<file path="src/hdl/rseq_consts.svh">
`ifndef RSEQ_CONSTS_SVH
`define RSEQ_CONSTS_SVH
// Register offsets (8-bit register address space)
`define RSEQ_OFF_RAIL_ENABLE 8'h16
`define RSEQ_OFF_UV_THRESHOLD 8'h18
`define RSEQ_OFF_SLOTS_B1B2 8'h19
`define RSEQ_OFF_SLOTS_B3R1 8'h1A
// Reset values
`define RSEQ_RST_RAIL_ENABLE 8'h00
`define RSEQ_RST_UV_THRESHOLD 8'h03
// Rail enable bit positions
`define RSEQ_BIT_SWITCH_ONE 6
`define RSEQ_BIT_SWITCH_TWO 5
`define RSEQ_BIT_BUCK_ONE 4
`define RSEQ_BIT_BUCK_TWO 3
`define RSEQ_BIT_BUCK_THREE 2
`define RSEQ_BIT_REG_ONE 1
`define RSEQ_BIT_REG_TWO 0
// Slot field positions: upper and lower nibble
`define RSEQ_SLOT_HI_MSB 7
`define RSEQ_SLOT_HI_LSB 4
`define RSEQ_SLOT_LO_MSB 3
`define RSEQ_SLOT_LO_LSB 0
// Threshold field position
`define RSEQ_UV_MSB 1
`define RSEQ_UV_LSB 0
`endif

</file>
<file path="src/hdl/rseq_pkg.sv">
package rseq_pkg;
  // Undervoltage lockout threshold codes
  typedef enum logic [1:0] {
    RSEQ_UV_2V73 = 2'h0,
    RSEQ_UV_2V89 = 2'h1,
    RSEQ_UV_3V18 = 2'h2,
    RSEQ_UV_3V30 = 2'h3
  } rseq_uv_t;
  // Decoded meaning of a slot field
  typedef enum logic [1:0] {
    RSEQ_SLOT_NONE = 2'h0,
    RSEQ_SLOT_STROBE = 2'h1,
    RSEQ_SLOT_WITH_SYS = 2'h2
  } rseq_slot_kind_t;
endpackage : rseq_pkg

</file>
<file path="src/hdl/rseq_rail_enable_sequencer_regs.sv">
`timescale 1ns/1ns
`default_nettype none
`include "rseq_consts.svh"

module rseq_rail_enable_sequencer_regs #(
  parameter logic [7:0] SLOTS_B1B2_RESET = 8'h15, // Variant dependent, arbitrary default
  parameter logic [7:0] SLOTS_B3R1_RESET = 8'h5F  // Variant dependent, arbitrary default
) (
  input wire logic core_clk_i,
  input wire logic rst_n_i,
  input wire logic reg_wr_i,           // Register write strobe (already unlocked)
  input wire logic [7:0] reg_addr_i,   // Register offset
  input wire logic [7:0] reg_wdata_i,  // Write data
  input wire logic power_request_pin_i, // External power enable pin, asynchronous
  output logic [7:0] reg_rdata_o,      // Registered read data
  output logic switch_one_on_o,
  output logic switch_two_on_o,
  output logic buck_one_on_o,
  output logic buck_two_on_o,
  output logic buck_three_on_o,
  output logic regulator_one_on_o,
  output logic regulator_two_on_o,
  output rseq_pkg::rseq_uv_t undervoltage_lockout_threshold_o,
  output logic [3:0] buck_one_slot_o,
  output logic [3:0] buck_two_slot_o,
  output logic [3:0] buck_three_slot_o,
  output logic [3:0] regulator_one_slot_o,
  output rseq_pkg::rseq_slot_kind_t regulator_one_slot_kind_o, // Decoded slot meaning
  output logic [3:0] regulator_one_strobe_o                    // Strobe number, 0 if none
);

  ////////////////////////////////////////////////////////////////////////////
  // Storage
  logic [7:0] rail_enable_q;
  logic [7:0] undervoltage_threshold_q;
  logic [7:0] sequence_slots_bucks_one_two_q;
  logic [7:0] sequence_slots_buck3_reg1_q;
  logic pin_meta_q; // First synchroniser stage, read only by pin_sync_q
  logic pin_sync_q;
  rseq_pkg::rseq_slot_kind_t reg1_kind_d;
  logic [3:0] reg1_strobe_d;
  // Effective slot bytes; the variant defaults are the flops' reset values
  logic [7:0] slots_b1b2_eff;
  logic [7:0] slots_b3r1_eff;
  assign slots_b1b2_eff = sequence_slots_bucks_one_two_q;
  assign slots_b3r1_eff = sequence_slots_buck3_reg1_q;

  // Decoded reset value of the regulator one slot, so the registered
  // decode agrees with the stored default from the first edge on
  localparam logic [3:0] R1_RESET_CODE = SLOTS_B3R1_RESET[3:0];
  localparam bit R1_RESET_SYS = (R1_RESET_CODE == 4'hF);
  localparam bit R1_RESET_STROBE = (R1_RESET_CODE == 4'hE) ||
    ((R1_RESET_CODE >= 4'h1) && (R1_RESET_CODE <= 4'h7));
  localparam rseq_pkg::rseq_slot_kind_t R1_RESET_KIND = R1_RESET_SYS ?
    rseq_pkg::RSEQ_SLOT_WITH_SYS :
    (R1_RESET_STROBE ? rseq_pkg::RSEQ_SLOT_STROBE : rseq_pkg::RSEQ_SLOT_NONE);
  localparam logic [3:0] R1_RESET_STROBE_NUM = (R1_RESET_SYS || R1_RESET_STROBE) ?
    R1_RESET_CODE : 4'h0;

  ////////////////////////////////////////////////////////////////////////////
  // Pin synchroniser: the pin is asynchronous to the core clock
  always_ff @(posedge core_clk_i or negedge rst_n_i) begin
    if (!rst_n_i) begin
      pin_meta_q <= 1'b0;
      pin_sync_q <= 1'b0;
    end else begin
      pin_meta_q <= power_request_pin_i;
      pin_sync_q <= pin_meta_q;
    end
  end

  ////////////////////////////////////////////////////////////////////////////
  // Register writes; the unlock step is the host's job, done upstream
  always_ff @(posedge core_clk_i or negedge rst_n_i) begin
    if (!rst_n_i) begin
      rail_enable_q <= `RSEQ_RST_RAIL_ENABLE;
      undervoltage_threshold_q <= `RSEQ_RST_UV_THRESHOLD;
      // Variant defaults are parameters, hence constants here
      sequence_slots_bucks_one_two_q <= SLOTS_B1B2_RESET;
      sequence_slots_buck3_reg1_q <= SLOTS_B3R1_RESET;
    end else if (reg_wr_i) begin
      // Whole bytes stored, reserved bits included
      case (reg_addr_i)
        `RSEQ_OFF_RAIL_ENABLE: begin
          rail_enable_q <= reg_wdata_i;
        end
        `RSEQ_OFF_UV_THRESHOLD: begin
          undervoltage_threshold_q <= reg_wdata_i;
        end
        `RSEQ_OFF_SLOTS_B1B2: begin
          sequence_slots_bucks_one_two_q <= reg_wdata_i;
        end
        `RSEQ_OFF_SLOTS_B3R1: begin
          sequence_slots_buck3_reg1_q <= reg_wdata_i;
        end
        default: begin
          // Unmapped offsets are ignored
        end
      endcase
    end
  end

  ////////////////////////////////////////////////////////////////////////////
  // Read data, registered
  always_ff @(posedge core_clk_i or negedge rst_n_i) begin
    if (!rst_n_i) begin
      reg_rdata_o <= 8'h00;
    end else begin
      case (reg_addr_i)
        `RSEQ_OFF_RAIL_ENABLE: reg_rdata_o <= rail_enable_q;
        `RSEQ_OFF_UV_THRESHOLD: reg_rdata_o <= undervoltage_threshold_q;
        `RSEQ_OFF_SLOTS_B1B2: reg_rdata_o <= slots_b1b2_eff;
        `RSEQ_OFF_SLOTS_B3R1: reg_rdata_o <= slots_b3r1_eff;
        default: reg_rdata_o <= 8'h00;
      endcase
    end
  end

  ////////////////////////////////////////////////////////////////////////////
  // Rail gating: a 1 turns the rail on; switches and bucks also need the synchronised pin
  always_ff @(posedge core_clk_i or negedge rst_n_i) begin
    if (!rst_n_i) begin
      switch_one_on_o <= 1'b0;
      switch_two_on_o <= 1'b0;
      buck_one_on_o <= 1'b0;
      buck_two_on_o <= 1'b0;
      buck_three_on_o <= 1'b0;
      regulator_one_on_o <= 1'b0;
      regulator_two_on_o <= 1'b0;
    end else begin
      switch_one_on_o <= rail_enable_q[`RSEQ_BIT_SWITCH_ONE] & pin_sync_q;
      switch_two_on_o <= rail_enable_q[`RSEQ_BIT_SWITCH_TWO] & pin_sync_q;
      buck_one_on_o <= rail_enable_q[`RSEQ_BIT_BUCK_ONE] & pin_sync_q;
      buck_two_on_o <= rail_enable_q[`RSEQ_BIT_BUCK_TWO] & pin_sync_q;
      buck_three_on_o <= rail_enable_q[`RSEQ_BIT_BUCK_THREE] & pin_sync_q;
      // Regulators ignore the pin
      regulator_one_on_o <= rail_enable_q[`RSEQ_BIT_REG_ONE];
      regulator_two_on_o <= rail_enable_q[`RSEQ_BIT_REG_TWO];
    end
  end

  ////////////////////////////////////////////////////////////////////////////
  // Slot decode for regulator one
  always_comb begin
    reg1_kind_d = rseq_pkg::RSEQ_SLOT_NONE;
    reg1_strobe_d = 4'h0;
    case (slots_b3r1_eff[`RSEQ_SLOT_LO_MSB:`RSEQ_SLOT_LO_LSB])
      4'h0, 4'h8, 4'h9: begin
        reg1_kind_d = rseq_pkg::RSEQ_SLOT_NONE;
      end
      4'hF: begin
        reg1_kind_d = rseq_pkg::RSEQ_SLOT_WITH_SYS;
        reg1_strobe_d = 4'hF;
      end
      4'hE: begin
        reg1_kind_d = rseq_pkg::RSEQ_SLOT_STROBE;
        reg1_strobe_d = 4'hE;
      end
      4'h1, 4'h2, 4'h3, 4'h4, 4'h5, 4'h6, 4'h7: begin
        reg1_kind_d = rseq_pkg::RSEQ_SLOT_STROBE;
        reg1_strobe_d = slots_b3r1_eff[`RSEQ_SLOT_LO_MSB:`RSEQ_SLOT_LO_LSB];
      end
      default: begin
        // Codes 1010..1101 are undefined; treated as outside sequencer
        reg1_kind_d = rseq_pkg::RSEQ_SLOT_NONE;
      end
    endcase
  end

  ////////////////////////////////////////////////////////////////////////////
  // Registered configuration outputs
  always_ff @(posedge core_clk_i or negedge rst_n_i) begin
    if (!rst_n_i) begin
      undervoltage_lockout_threshold_o <= rseq_pkg::RSEQ_UV_3V30;
      // Outputs mirror the stored defaults so no step shows after reset
      buck_one_slot_o <= SLOTS_B1B2_RESET[`RSEQ_SLOT_HI_MSB:`RSEQ_SLOT_HI_LSB];
      buck_two_slot_o <= SLOTS_B1B2_RESET[`RSEQ_SLOT_LO_MSB:`RSEQ_SLOT_LO_LSB];
      buck_three_slot_o <= SLOTS_B3R1_RESET[`RSEQ_SLOT_HI_MSB:`RSEQ_SLOT_HI_LSB];
      regulator_one_slot_o <= R1_RESET_CODE;
      regulator_one_slot_kind_o <= R1_RESET_KIND;
      regulator_one_strobe_o <= R1_RESET_STROBE_NUM;
    end else begin
      undervoltage_lockout_threshold_o <= rseq_pkg::rseq_uv_t'(
        undervoltage_threshold_q[`RSEQ_UV_MSB:`RSEQ_UV_LSB]);
      buck_one_slot_o <= slots_b1b2_eff[`RSEQ_SLOT_HI_MSB:`RSEQ_SLOT_HI_LSB];
      buck_two_slot_o <= slots_b1b2_eff[`RSEQ_SLOT_LO_MSB:`RSEQ_SLOT_LO_LSB];
      buck_three_slot_o <= slots_b3r1_eff[`RSEQ_SLOT_HI_MSB:`RSEQ_SLOT_HI_LSB];
      regulator_one_slot_o <= slots_b3r1_eff[`RSEQ_SLOT_LO_MSB:`RSEQ_SLOT_LO_LSB];
      regulator_one_slot_kind_o <= reg1_kind_d;
      regulator_one_strobe_o <= reg1_strobe_d;
    end
  end
endmodule : rseq_rail_enable_sequencer_regs
`default_nettype wire

</file>
<file path="config.mk">
export PLATFORM = sky130hd
export DESIGN_NAME = rseq_rail_enable_sequencer_regs
export DESIGN_NICKNAME = d
export VERILOG_FILES = /design/src/hdl/rseq_pkg.sv /design/src/hdl/rseq_rail_enable_sequencer_regs.sv
export VERILOG_INCLUDE_DIRS = /design/src /design/src/hdl
export SDC_FILE = /design/constraint.sdc
export NUM_CORES = 1
export LEC_CHECK = 0
export ABC_AREA = 0
export ABC_CLOCK_PERIOD_IN_PS = 2200
export BUFFER_PORTS_ARGS = -buffer_cell sky130_fd_sc_hd__buf_2
export CORE_ASPECT_RATIO = 0.9
export CORE_MARGIN = 4
export CORE_UTILIZATION = 57
export DETAILED_ROUTE_END_ITERATION = 12
export PLACE_DENSITY = 0.83
export SYNTH_ARGS = -nofsm -noshare
export SYNTH_HDL_FRONTEND = slang
export SYNTH_SLANG_ARGS = --single-unit
</file>
<file path="constraint.sdc">
create_clock -name core_clk_i -period 2.2 [get_ports core_clk_i]
set_input_delay 0.44 -clock core_clk_i [delete_from_list [all_inputs] [get_ports core_clk_i]]
set_output_delay 0.44 -clock core_clk_i [all_outputs]
set_load 0.02 [all_outputs]
</file>
Word-level counts from Yosys, hierarchy flattened
Cells that the tools add are included.
- equality and inequality tests: 13
- multiplexer cells: 3
- bitwise logic cells: 5
- reductions and logical operators: 6
- operators by type and width (kind ; count):
    == test 8 x 5 -> 1 bit (second input constant) ; 4
    case mux 8 bit (4 select lines) ; 1
    == test 4 x 3 -> 1 bit (second input constant) ; 4
    case mux 4 bit (3 select lines) ; 1
    == test 4 x 2 -> 1 bit (second input constant) ; 2
    == test 4 bit (second input constant) ; 2
    AND reduction 2 bit ; 4
    OR reduction 8 bit ; 1
    OR reduction 7 bit ; 1
    bitwise AND 1 bit ; 5
    == test 4 x 1 -> 1 bit (second input constant) ; 1
    case mux 2 bit (2 select lines) ; 1
- flip-flop bits (word level): 73
- input port bits: 20
- logic and storage cells: 48

Logic depth before layout (Yosys ltp)
- depth in word-level cells: 3
- gate-level depth with buffers: 5
- gate-level depth less buffers: 3

Worst setup path after synthesis
Ideal clock, no wire load.
- path type: input -> register
- from: input reg_addr_i[5]
- to: register sequence_slots_buck3_reg1_q[5]
- library setup time: 0.125 ns
- arrival time: 1.915 ns
- data required time: 2.075 ns
- path slack: 0.160 ns
- stages: 5
- path buffers: 2
- cell sequence: or4b_4 > buf_6 > or3b_1 > buf_6 > mux2_4
- word-level cells in the longest chain between the ends: 2
- RTL lines (item ; line ; RTL):
    from (decl) ; rseq_rail_enable_sequencer_regs.sv:12 ; input wire logic [7:0] reg_addr_i,
    == test 8 x 5 -> 1 bit ; rseq_rail_enable_sequencer_regs.sv:83 ; case (reg_addr_i)
    AND reduction 2 bit (no line) ; n/a ;
    to (signal assigned) ; rseq_rail_enable_sequencer_regs.sv:94 ; sequence_slots_buck3_reg1_q <= reg_wdata_i;
    to (decl) ; rseq_rail_enable_sequencer_regs.sv:37 ; logic [7:0] sequence_slots_buck3_reg1_q;
Every way passes these cells.
A chain may end at the register's enable or synchronous reset.

Worst setup path after layout
- from: input reg_addr_i[5]
- to: register sequence_slots_buck3_reg1_q[7]
Same word-level chain as after synthesis.

==> run summary <==
Yosys attributes the largest share of cell area to dfrtp_1, dfstp_2, mux2_2. The ratio of routed vias to standard cells is 5.58. Cells with a size suffix above 1 make up 56.3% of the layout. Counting every sink on the clock net gives 73. The largest total area in the synthesized netlist belongs to dfrtp_1. The number of hold buffers added after CTS was 0. The die extent in x was 81.7 um; the total of warnings raised by yosys was 0. The synthesized cell area is 2790 sq um, and the core footprint is 4580 sq um. The count of flip-flops with a built-in enable after synthesis works out to 0.

Across the VDD grid, the largest voltage drop is 0.000603 V. In this design, the stage delay of the slowest critical-path cell is 0.61 ns. The floorplan has 23 rows. From synthesis to final layout, the design area changed by 21.1%.

The run gives 0.355 ns as the final worst setup slack. For this run, the register share of the synthesized area comes to 66.7%. The maximum level of the CTS H-tree is 3. The run gives 0.00535 ns as the placement-stage worst setup slack. For the boundary pin count, the log shows 59. In the synthesized netlist, the number of instances is 176.

At the pin with the least slew margin, the transition time is 0.491 ns. Global routing finished with a remaining overflow of 0. The critical path goes through buf_2, or4b_4, or3b_1, mux2_4. The detail route stage leaves a number of antenna-violating nets equal to 0. Including well taps, the total number of placed cells is 291. The routed layout has 1,714 vias.

The share of flip-flops with an asynchronous set or reset after synthesis came out at 100%. Data arrives at the worst endpoint at 2.07 ns. With fillers left out, the area of the finished cells amounts to 3370 sq um. After clock tree synthesis, the clock-pin slew on the worst setup and hold paths is 0.07 ns. The clock latency of the later-clocked register in the worst-skew pair was 0.33 ns. Most used flip-flop cell after synthesis: dfrtp_1.

The flow ran to the end, and the final reports show no timing, DRC or antenna violations. The final-layout setup total negative slack was 0 ns. Setup repair after global routing left no endpoint under its margin. At the end of routability-driven placement, the weighted congestion stood at 0.761. The tools report the critical path launch point type as an input port.

The final critical delay including setup and external delays was 1.84 ns; the worst-case reg-to-reg path depth was 3. The critical path in this run is classified as input port to register. TritonCTS built the clock tree. Dividing the detail-routed wire length by the instance count gives 16.7 um. On the critical path, the stage with the largest delay is an instance of or3b_1.

Summed over all layers, the routed wires come to 5130 um. The max-slew violation count came out at 0. The first global-routing pass estimated 8240 um of wire. 0 antenna diodes ended up in the layout.

The height of the chip came out at 74.3 um. In the final design database the tool counted 260 nets. The tools report the final-report hold violation count as 0. The run gives 2 as the maximum root-to-sink buffer count. The count of buffers added on input and output ports is 58. Counting every net in the synthesized netlist gives 196.

For this run, the top clock speed supported by timing is 542 MHz. The number of stages on the worst setup path was 4; the portion of synthesized cell area occupied by the leading cell type was 41.3%. STA classifies the critical path endpoint as a register.

The number of gates resized after cts is 0, and the ratio of final minimum period to clock period is 83.9%. The remaining max-slew budget at the tightest pin came out at 67.3%. Once the floorplan was initialized, standard cells occupied 60.9% of the core. The library cell used most frequently in the layout, excluding fill and tap cells, is buf_2.

For the total global routing track utilization, the log shows 18.6%. The min-delay analysis places its worst path in the category input port to asynchronous set/reset pin. The setup violation total in the final timing report is 0. After the first detailed-routing iteration, the DRC count stood at 138. On the final layout, the worst clock skew is 0.00778 ns. The sum of buffers and inverters on the critical path came out at 1. Of all nets on the critical path, the largest fanout is 8. Leaving out fill and tap cells, the most frequent cells in the layout are buf_2, dfrtp_1, dfstp_2. The via count of the first global-routing pass is 1,645.

The logs give 4 for the iteration count of the initial detailed-routing pass and 0 for the residual DRC count. The per-instance average area after synthesis was 15.8 sq um. The count of filler cells inserted in the layout was 294. Summed over all nets, the half-perimeter wirelength after detailed placement is 3520 um.

The total placed instance area was 3150 sq um. For the required time at the endpoint of the critical path, the log shows 2.42 ns. The cell family contributing the most delay on the critical path is simple AND/OR/NAND/NOR gates. The tools report the number of antenna violations at the first check in global routing as 0. For the leakage power figure, the log shows 1.66 nW. The number of library cell types mapped by synthesis is 28, and the number of buffers inserted during clock tree synthesis is 9. The post-layout instance count excluding filler cells came out at 307. Synthesis inferred 73 register bits. The largest net degree at the start of global routing is 74, and the die outline area is 6080 sq um. Power spread over the standard cell area amounts to 820 nW/um^2.

The run gives 0 as the number of setup buffers added after CTS. Across the run, the number of max-cap violations was 0. CTS placed an instance of clkbuf_8 at the clock tree root.
path summary, 6_finish.rpt:
| kind | startpoint | end | slack, ns |
|---|---|---|---|
| setup / recovery | reg_addr_i[5] | sequence_slots_buck3_reg1_q[7] | 0.36 |
| hold / removal | rst_n_i | buck_three_slot_o[1] | 0.12 |
| setup reg to reg | undervoltage_threshold_q[1] | reg_rdata_o[1] | 0.69 |
| hold reg to reg | pin_meta_q | pin_sync_q | 0.36 |
| max in group asynchronous | rst_n_i | undervoltage_threshold_q[1] | 1.75 |
| min in group core_clk_i | power_request_pin_i | pin_meta_q | 0.21 |
cell families (layout without fill, tap and decap cells):
family / count (synthesis) / count (layout) / synth area share (%)
compound gates: 21 / 21 / 6.15
buf+inv: 12 / 81 / 2.15
simple gates: 38 / 38 / 11.0
flops: 73 / 73 / 66.7
mux: 32 / 32 / 14.0
power by group:
| part | switching, mW | internal, mW |
|---|---|---|
| clock | 0.471 | 0.668 |
| combinational | 0.110 | 0.0730 |
| sequential | 0.0310 | 1.41 |
| total | 0.612 | 2.15 |
flip-flops by register name, indices dropped and copies added, names as in the netlist:
register / cells
buck_two_on_o: 1
undervoltage_lockout_threshold_o: 2
buck_three_on_o: 1
buck_one_on_o: 1
switch_two_on_o: 1
buck_three_slot_o: 4
sequence_slots_buck3_reg1_q: 8
regulator_one_on_o: 1
sequence_slots_bucks_one_two_q: 8
undervoltage_threshold_q: 8
buck_two_slot_o: 4
buck_one_slot_o: 4
regulator_one_slot_kind_o: 2
pin_meta_q: 1
reg_rdata_o: 8
rail_enable_q: 8
regulator_one_strobe_o: 4
regulator_two_on_o: 1
switch_one_on_o: 1
regulator_one_slot_o: 4
pin_sync_q: 1
through the flow:
stage / utilization [%] / hold slack, ns / total power [mW]
2_1_floorplan: - / 0.144 / 1.56
3_3_place_gp: 68.9 / 0.334 / 1.65
3_5_place_dp: 68.9 / 0.343 / 1.65
4_1_cts: 73.7 / 0.131 / 2.78
5_1_grt: 73.7 / 0.146 / 2.88
6_report: 73.7 / 0.120 / 2.77
per-layer routing:
layer	share of wire (%)	wire, um	global-route usage (%)	vias to the layer above
met4	1.8	93	8.86	0
met3	4.8	246	4.00	10
met1	45	2310	26.2	875
li1	-	-	-	786
met5	0	0	0	-
met2	48	2480	28.0	43
worst register-to-register path, delay by kind of cell, from the launching register on:
family             cells  cell delay (ns)
DFF                    1             0.54
AOI/OAI and AO/OA      2             0.54
and+or+nand+nor        1             0.38
area by class of cell:
cell class,count,area (sq um),share of cell area [%]
Tap cell,62,77.6,2.30
Timing Repair Buffer,63,340,10.1
Multi-Input combinational cell,91,867,25.7
Sequential cell,73,1860,55.1
Clock inverter,5,80.1,2.37
Clock buffer,11,141,4.19
Inverter,2,7.51,0.222
synth_stat cells, types with 2 or more instances:
cell type	n
a211oi_1	8
a21oi_1	2
a221o_1	8
and2_1	7
buf_6	2
clkbuf_1	8
dfrtp_1	46
dfstp_2	27
inv_1	2
mux2_2	24
mux2_4	8
nand4_1	2
nand4b_1	8
nor2_1	2
nor2b_1	2
or4bb_1	8
Note: power is estimated with default switching activity, not from simulation.
